### src/hdl/qdac_defines.svh
// Purpose: Offsets, field positions, reset values and sizes of the code bank
// Assumes: Register indices are word indices; byte address is four times the index
// Notes:   The ten-bit variant sets QDAC_LOW_BITS to 2 and QDAC_LOW_MASK to 8'hc0
`ifndef QDAC_DEFINES_SVH
`define QDAC_DEFINES_SVH

`define QDAC_IDX_W        6
`define QDAC_IDX_A_LOW    6'h10
`define QDAC_IDX_A_HIGH   6'h11
`define QDAC_IDX_B_LOW    6'h12
`define QDAC_IDX_B_HIGH   6'h13
`define QDAC_IDX_C_LOW    6'h14
`define QDAC_IDX_C_HIGH   6'h15
`define QDAC_IDX_D_LOW    6'h16
`define QDAC_IDX_D_HIGH   6'h17
`define QDAC_IDX_SETUP    6'h18

`define QDAC_ADR_W        8
`define QDAC_DAT_W        32
`define QDAC_SEL_W        4
`define QDAC_REG_W        8
`define QDAC_CHANNELS     4
`define QDAC_LOW_BITS     4
`define QDAC_LOW_MASK     8'hf0
`define QDAC_CODE_W       12
`define QDAC_STANDBY_BIT  7
`define QDAC_REG_RST      8'h00

`endif

### src/hdl/qdac_pkg.sv
// Purpose: Types shared by the converter code bank
// Assumes: Constants come from qdac_defines.svh
// Notes:   Bus structs carry classic Wishbone signals unchanged
`include "qdac_defines.svh"

package qdac_pkg;

    typedef struct packed {
        logic                     cyc;
        logic                     stb;
        logic                     we;
        logic [`QDAC_ADR_W-1:0]   adr;
        logic [`QDAC_SEL_W-1:0]   sel;
        logic [`QDAC_DAT_W-1:0]   dat;
    } qdac_wb_req_t;

    typedef struct packed {
        logic                     ack;
        logic [`QDAC_DAT_W-1:0]   dat;
    } qdac_wb_rsp_t;

    typedef struct packed {
        logic                     ack;
    } qdac_slv_st_t;

    typedef struct packed {
        logic [`QDAC_CODE_W-1:0]  code;
    } qdac_join_st_t;

    typedef struct packed {
        logic [`QDAC_CHANNELS-1:0][`QDAC_REG_W-1:0] low;
        logic [`QDAC_CHANNELS-1:0][`QDAC_REG_W-1:0] high;
        logic [`QDAC_REG_W-1:0]                     setup;
        logic [`QDAC_DAT_W-1:0]                     rd;
    } qdac_bank_st_t;

endpackage

### src/hdl/qdac_code_bank.sv
// Purpose: Register bank holding four converter code words and the first setup register
// Assumes: Single clock; registers reached over classic Wishbone, byte lane 0
// Notes:   Unmapped words acknowledge, read zero and ignore writes
//
// The implementer's own choice: register access over Wishbone.
`timescale 1ns/1ps
`include "qdac_defines.svh"

module qdac_code_bank
(
    // Clock and reset
    input  wire logic                   clk_i,
    input  wire logic                   rst_i,
    // Wishbone slave
    input  wire qdac_pkg::qdac_wb_req_t wb_req_i,
    output qdac_pkg::qdac_wb_rsp_t      wb_rsp_o,
    // Converter codes
    output logic [`QDAC_CODE_W-1:0]     analog_out_chan_a,
    output logic [`QDAC_CODE_W-1:0]     analog_out_chan_b,
    output logic [`QDAC_CODE_W-1:0]     analog_out_chan_c,
    output logic [`QDAC_CODE_W-1:0]     analog_out_chan_d,
    // Converter control
    output logic                        standby_request_bit,
    output logic [`QDAC_REG_W-2:0]      setup_fields_o
);
    import qdac_pkg::*;

    localparam logic [`QDAC_IDX_W-1:0] LOW_IDX [`QDAC_CHANNELS] = '{
        `QDAC_IDX_A_LOW,
        `QDAC_IDX_B_LOW,
        `QDAC_IDX_C_LOW,
        `QDAC_IDX_D_LOW
    };
    localparam logic [`QDAC_IDX_W-1:0] HIGH_IDX [`QDAC_CHANNELS] = '{
        `QDAC_IDX_A_HIGH,
        `QDAC_IDX_B_HIGH,
        `QDAC_IDX_C_HIGH,
        `QDAC_IDX_D_HIGH
    };
    localparam logic [`QDAC_REG_W-1:0] LOW_MASK = `QDAC_LOW_MASK;

    qdac_bank_st_t                  st;
    qdac_bank_st_t                  next_st;
    logic                           access;
    logic                           wr;
    logic [`QDAC_IDX_W-1:0]         idx;
    logic                           ack;
    logic [`QDAC_CODE_W-1:0]        codes [`QDAC_CHANNELS];

    qdac_wb_slave u_slave
    (
        .clk_i    (clk_i),
        .rst_i    (rst_i),
        .req_i    (wb_req_i),
        .access_o (access),
        .idx_o    (idx),
        .ack_o    (ack)
    );

    // Only byte lane 0 carries register data; other lanes are ignored
    assign wr = access & wb_req_i.we & wb_req_i.sel[0];

    always_comb
    begin
        next_st = st;
        if (access)
        begin
            // Unmapped words answer zero; a write answers the old content
            next_st.rd = '0;
            for (int c = 0; c < `QDAC_CHANNELS; c++)
            begin
                if (idx == LOW_IDX[c])
                begin
                    if (wr)
                        next_st.low[c] = wb_req_i.dat[`QDAC_REG_W-1:0] & LOW_MASK;
                    next_st.rd = {24'h0, st.low[c]};
                end
                if (idx == HIGH_IDX[c])
                begin
                    if (wr)
                        next_st.high[c] = wb_req_i.dat[`QDAC_REG_W-1:0];
                    next_st.rd = {24'h0, st.high[c]};
                end
            end
            if (idx == `QDAC_IDX_SETUP)
            begin
                if (wr)
                    next_st.setup = wb_req_i.dat[`QDAC_REG_W-1:0];
                next_st.rd = {24'h0, st.setup};
            end
        end
    end

    always_ff @(posedge clk_i)
    begin
        if (rst_i)
        begin
            st       <= '0;
            st.low   <= {`QDAC_CHANNELS{`QDAC_REG_RST}};
            st.high  <= {`QDAC_CHANNELS{`QDAC_REG_RST}};
            st.setup <= `QDAC_REG_RST;
        end
        else
        begin
            st <= next_st;
        end
    end

    // Code words keep their value in standby so the output returns unchanged
    generate
        for (genvar g = 0; g < `QDAC_CHANNELS; g++)
        begin : g_chan
            qdac_code_join u_join
            (
                .clk_i  (clk_i),
                .rst_i  (rst_i),
                .high_i (st.high[g]),
                .low_i  (st.low[g]),
                .code_o (codes[g])
            );
        end
    endgenerate

    assign analog_out_chan_a   = codes[0];
    assign analog_out_chan_b   = codes[1];
    assign analog_out_chan_c   = codes[2];
    assign analog_out_chan_d   = codes[3];
    assign standby_request_bit = st.setup[`QDAC_STANDBY_BIT];
    assign setup_fields_o      = st.setup[`QDAC_STANDBY_BIT-1:0];

    assign wb_rsp_o.ack = ack;
    assign wb_rsp_o.dat = st.rd;
endmodule

### src/hdl/qdac_code_join.sv
// Purpose: Joins one channel's upper and lower code registers into a code word
// Assumes: Unused low positions are already zero
// Notes:   The word is registered so the converter sees clean edges
`timescale 1ns/1ps
`include "qdac_defines.svh"

module qdac_code_join
(
    // Clock and reset
    input  wire logic                    clk_i,
    input  wire logic                    rst_i,
    // Register contents
    input  wire logic [`QDAC_REG_W-1:0]  high_i,
    input  wire logic [`QDAC_REG_W-1:0]  low_i,
    // Joined code
    output logic [`QDAC_CODE_W-1:0]      code_o
);
    import qdac_pkg::*;

    qdac_join_st_t st;
    qdac_join_st_t next_st;

    assign code_o = st.code;

    always_comb
    begin
        next_st      = st;
        next_st.code = {high_i, low_i[`QDAC_REG_W-1 -: `QDAC_LOW_BITS]};
    end

    always_ff @(posedge clk_i)
    begin
        if (rst_i)
            st <= '0;
        else
            st <= next_st;
    end

endmodule

### src/hdl/qdac_wb_slave.sv
// Purpose: Classic Wishbone handshake for the code bank
// Assumes: Master holds the request until it samples ack
// Notes:   Ack comes one cycle after the request and lasts one cycle
`timescale 1ns/1ps
`include "qdac_defines.svh"

module qdac_wb_slave
(
    // Clock and reset
    input  wire logic                   clk_i,
    input  wire logic                   rst_i,
    // Bus request
    input  wire qdac_pkg::qdac_wb_req_t req_i,
    // Decoded access
    output logic                        access_o,
    output logic [`QDAC_IDX_W-1:0]      idx_o,
    output logic                        ack_o
);
    import qdac_pkg::*;

    qdac_slv_st_t st;
    qdac_slv_st_t next_st;

    // The held ack blocks a second access from the same request
    assign access_o = req_i.cyc & req_i.stb & ~st.ack;
    assign idx_o    = req_i.adr[`QDAC_ADR_W-1:2];
    assign ack_o    = st.ack;

    always_comb
    begin
        next_st     = st;
        next_st.ack = access_o;
    end

    always_ff @(posedge clk_i)
    begin
        if (rst_i)
            st <= '0;
        else
            st <= next_st;
    end

endmodule

### config.mk
export PLATFORM = sky130hd
export DESIGN_NAME = qdac_code_bank
export DESIGN_NICKNAME = d
export VERILOG_FILES = /design/src/hdl/qdac_pkg.sv /design/src/hdl/qdac_code_bank.sv /design/src/hdl/qdac_code_join.sv /design/src/hdl/qdac_wb_slave.sv
export VERILOG_INCLUDE_DIRS = /design/src /design/src/hdl
export SDC_FILE = /design/constraint.sdc
export NUM_CORES = 1
export LEC_CHECK = 0
export BUFFER_PORTS_ARGS = -buffer_cell sky130_fd_sc_hd__clkbuf_2
export CORE_AREA = 2 2 138 140
export DETAILED_ROUTE_END_ITERATION = 8
export DIE_AREA = 0 0 140 142
export GPL_ROUTABILITY_DRIVEN = 0
export HOLD_SLACK_MARGIN = 0.08
export PLACE_DENSITY = 0.5
export SETUP_SLACK_MARGIN = 0.05
export SYNTH_ARGS = -nofsm -noshare
export SYNTH_HDL_FRONTEND = slang
export SYNTH_SLANG_ARGS = --single-unit
export TNS_END_PERCENT = 10
### constraint.sdc
create_clock -name clk_i -period 2.3 [get_ports clk_i]
set_input_delay 0.575 -clock clk_i [delete_from_list [all_inputs] [get_ports clk_i]]
set_output_delay 0.575 -clock clk_i [all_outputs]
set_load 0.1 [all_outputs]
# Word-level counts from Yosys, hierarchy flattened
# Cells that the tools add are included.
# word_totals
ff_bits,137
input_bits,49
elab_cells,47
# classes
n_eq_ne,9
mux,9
n_bitwise,5
n_reduce_logical,9
# ops
operator,n
$mux W32,7
$eq A6 B5 Y1 const B,9
$reduce_and A3 Y1,9
$mux W8,2
$and A1 B1 Y1,4
$not A1 Y1,1

# Depth between registers and ports, before layout
# logic_depth
word_depth,10
mapped_depth,6

# Modules after synthesis
# From an unflattened synthesis, not the netlist that was laid out.
# unflattened
cells_unflattened,446
area_unflattened_um2,4863.4
# by_module_without_submodules
mod,n_inst,cells_per_inst,area_per_inst_um2
qdac_code_bank,1,337,3309.4
qdac_code_join,4,25,366.6
qdac_wb_slave,1,9,87.6

# Least setup slack after synthesis
# OpenSTA, ideal clock, no wires.
# synth_path
path_type,input port to flip-flop
startpoint,input port wb_req_i[41] (netlist name)
endpoint,register st[40] (netlist name)
t_arrival_ns,2.080
t_required_ns,2.172
path_slack_ns,0.092
cell_stages,5
path_cell_list,buf_6 > or4b_4 > nor4_4 > mux2i_1 > nor2_1
# synth_via
elab_chain_cells,2
# synth_lines
element,line,rtl
"start, declared",qdac_code_bank.sv:15,"input wire qdac_pkg::qdac_wb_req_t wb_req_i,"
$eq A6 B5 Y1,qdac_code_bank.sv:78,if (idx == HIGH_IDX[c])
$reduce_and A3 Y1 (no line),-,
"end signal, assigned",qdac_code_bank.sv:105,st <= next_st;
"end, declared",qdac_code_bank.sv:42,qdac_bank_st_t st;
# Every way passes these cells.
# A chain may end at the register's enable or synchronous reset.

# Worst setup path after layout
# layout_path
startpoint,register st (netlist bit wb_rsp_o[5])
endpoint,output port wb_rsp_o[5] (netlist name)
# layout_rtl
element,line,rtl
"end, declared",qdac_code_bank.sv:16,"output qdac_pkg::qdac_wb_rsp_t wb_rsp_o,"
# No word-level cell between the ends.

==> metrics.csv <==
metric,value,unit
status,"complete, but fails checks",
failing checks,design-rule violations,
GR peak layer,met2,
FF-to-FF setup slack,0.53,ns
"top cells by count, synth","dfxtp_1, nor2_1, mux2i_1",
antenna violations before repair,0,
Max stage delay on crit path,0.49,ns
Die Width,140,um
clk slew on worst S/H paths,0.06,ns
largest cells by area after synthesis,"dfxtp_1, mux2i_1, nor2b_1",
FF-to-FF path depth,5,
post-synth top area share,0.498,
Initial Util,0.246,
synthesized area,4550,um^2
syn_area_per_cell,10.2,um^2
Core Box Area,18500,um^2
GR Util met2,0.212,
final cell area excluding filler cells,5900,um^2
crit-path max FO,3,
Worst-Skew Late Latency,0.42,ns
worst slew pin tran,0.574,ns
Hold Buf Count CTS,0,
total power,5.06,mW
final design utilization,0.320,
VDD IR max,0.514,mV
ANT nets after route,0,
Levels on crit path,1,
WP buf/inv,1,
Seq cells post-synth,113,
Synth cell types,53,
row count,50,
largest net degree at the start of global routing,85,
Crit path arrival time,1.27,ns
Worst Hold Class,register to register,
RSZ-0062 raised after global routing,no,
Worst Setup SP,wb_rsp_o[5]$_SDFFE_PP0P_,
top-count cell post-synth,dfxtp_1,
DR vias,3409,
Cells after Synth,444,
CTS buffer count,17,
yosys warns,0,
grt met3 use,0.0474,
Critical Path RT,1.73,ns
Clock Sinks,113,
Synth area leader,dfxtp_1,
Max Clock Skew,0.0118,ns
WL final,11900,um
Root Buffer,clkbuf_16,
PortBufs,84,
Resize count post-CTS,0,
"Setup violations, final",0,
Lkg Pwr,2.32,nW
Ports,138,
drt drc,4,
fin crit period,1.84,ns
ratio of cells with drive above 1 in the final layout,0.284,
critical path class,register to output pin,
Setup Buffers After CTS,0,
CTS max path bufs,2,
fin nets,593,
CP Cell Sequence,clkbuf_2,
final hold vios,0,
reg2reg start,u_slave.ack_o$_SDFF_PP0_,
number of synthesized flops with an enable pin,0,
Via-to-Cell Ratio,4.31,
ANT cells,0,
drt first pass iters,9,
routed wire length per instance,15.1,um
"slowest stage cell, crit path",clkbuf_2,
Setup crit end kind,output pin,
Starting DRT DRC Count,201,
fill count,1909,
Fmax,0.543,GHz
Max Cap Violations,0,
Main synth FF type,dfxtp_1,
vias in the first global route,3518,
relative max-transition margin,0.619,
total global-route track usage,0.124,
post-DP HPWL,8820,um
placed inst area,5280,um^2
max-slew violations,0,
total grt overflow,0,
Die H,142,um
ratio of final minimum period to clock period,0.801,
startpoint types,register,
Setup crit end,wb_rsp_o[5],
CTS tree,built,
Power Density,857,nW/um^2
critical path's top delay family,buffers and inverters,
synthesis-to-layout area growth,29.8,%
post-synthesis sequential area ratio,0.498,
first-pass GRT wire length,18600,um
met1 GRT Util,0.138,
r2r endpoint,st[60]$_SDFFE_PP0P_,
"FFs w/ async S/R, synth",0,
setup TNS,0,ns
die area,19900,um^2
htree depth,4,
-- worst reg2reg max path, delay by kind of cell (launching register included) --
family / cells / cell delay, ns
simple gates: 3 / 0.88
flops: 1 / 0.32
buf+inv: 1 / 0.25
mux: 1 / 0.21
-- worst min-delay path by stage --
stage,start,to,slack (ns),cells after the start
2_1_floorplan,st[102]$_SDFFE_PP0P_,g_chan[3].u_join.code_o[2]$_SDFF_PP0_,0.45,1
3_3_place_gp,wb_rsp_o[2]$_SDFFE_PP0P_,wb_rsp_o[2]$_SDFFE_PP0P_,0.45,2
3_5_place_dp,wb_rsp_o[2]$_SDFFE_PP0P_,wb_rsp_o[2]$_SDFFE_PP0P_,0.45,2
4_1_cts,wb_rsp_o[2]$_SDFFE_PP0P_,wb_rsp_o[2]$_SDFFE_PP0P_,0.46,2
5_1_grt,rst_i,u_slave.ack_o$_SDFF_PP0_,0.48,2
6_report,wb_rsp_o[2]$_SDFFE_PP0P_,wb_rsp_o[2]$_SDFFE_PP0P_,0.45,2
-- where the power goes --
part / internal, mW / total (mW) / switching (mW)
clock network: 1.79 / 2.72 / 0.930
logic: 0.0623 / 0.375 / 0.313
registers: 1.96 / 1.96 / 0.00194
-- per-stage QoR --
| step | hold slack [ns] | instances | setup slack (ns) |
|---|---|---|---|
| 2_1_floorplan | 0.449 | 467 | 0.0922 |
| 3_3_place_gp | 0.450 | 759 | 0.110 |
| 3_5_place_dp | 0.448 | 759 | 0.100 |
| 4_1_cts | 0.455 | 791 | 0.434 |
| 5_1_grt | 0.477 | 791 | 0.391 |
| 6_report | 0.452 | 791 | 0.458 |
-- sequential cells by signal, indices dropped and copies added, names as in the netlist --
register              cells
setup_fields_o            7
g_chan.u_join.code_o     48
standby_request_bit       1
st                       48
u_slave.ack_o             1
wb_rsp_o                  8
-- cell type report --
type / count / area, um^2 / area share
clock inverter: 12 / 156 / 0.0265
clock buffer: 20 / 467 / 0.0791
multi-input combinational: 299 / 2060 / 0.349
inverter: 3 / 11.3 / 0.00191
timing repair buffer: 110 / 653 / 0.111
sequential: 113 / 2260 / 0.383
tap: 234 / 293 / 0.0496
-- kinds of logic after synthesis --
group / synth area share
mux: 0.153
simple gates: 0.231
other cells: 0.000825
compound gates: 0.0496
flops: 0.498
buf+inv: 0.0683
-- cells in the final DEF (no fill, tap or decap), drive strengths merged, types with 3 or more instances in the layout --
cell type	Yosys	final
o21ai	14	14
mux4	4	4
inv	3	4
clkinvlp	0	4
mux2i	56	56
nor4	7	7
clkbuf	22	103
a21oi	5	5
conb	1	24
bufinv	0	3
mux2	4	4
nand3	19	19
nand2b	4	4
dfxtp	113	113
nor2b	50	50
clkinv	0	4
nor2	58	58
and4	6	6
nor3	3	3
buf	30	27
nand2	11	11
-- routing by layer --
metal  share of wire  wire length, um  vias up
met5               0                0        -
met4           0.022              264        0
met3           0.051              612       17
met2            0.51             6030       81
met1            0.42             5010     1626
li1                -                -     1685
No activity file was read; power rests on OpenSTA's default activity.
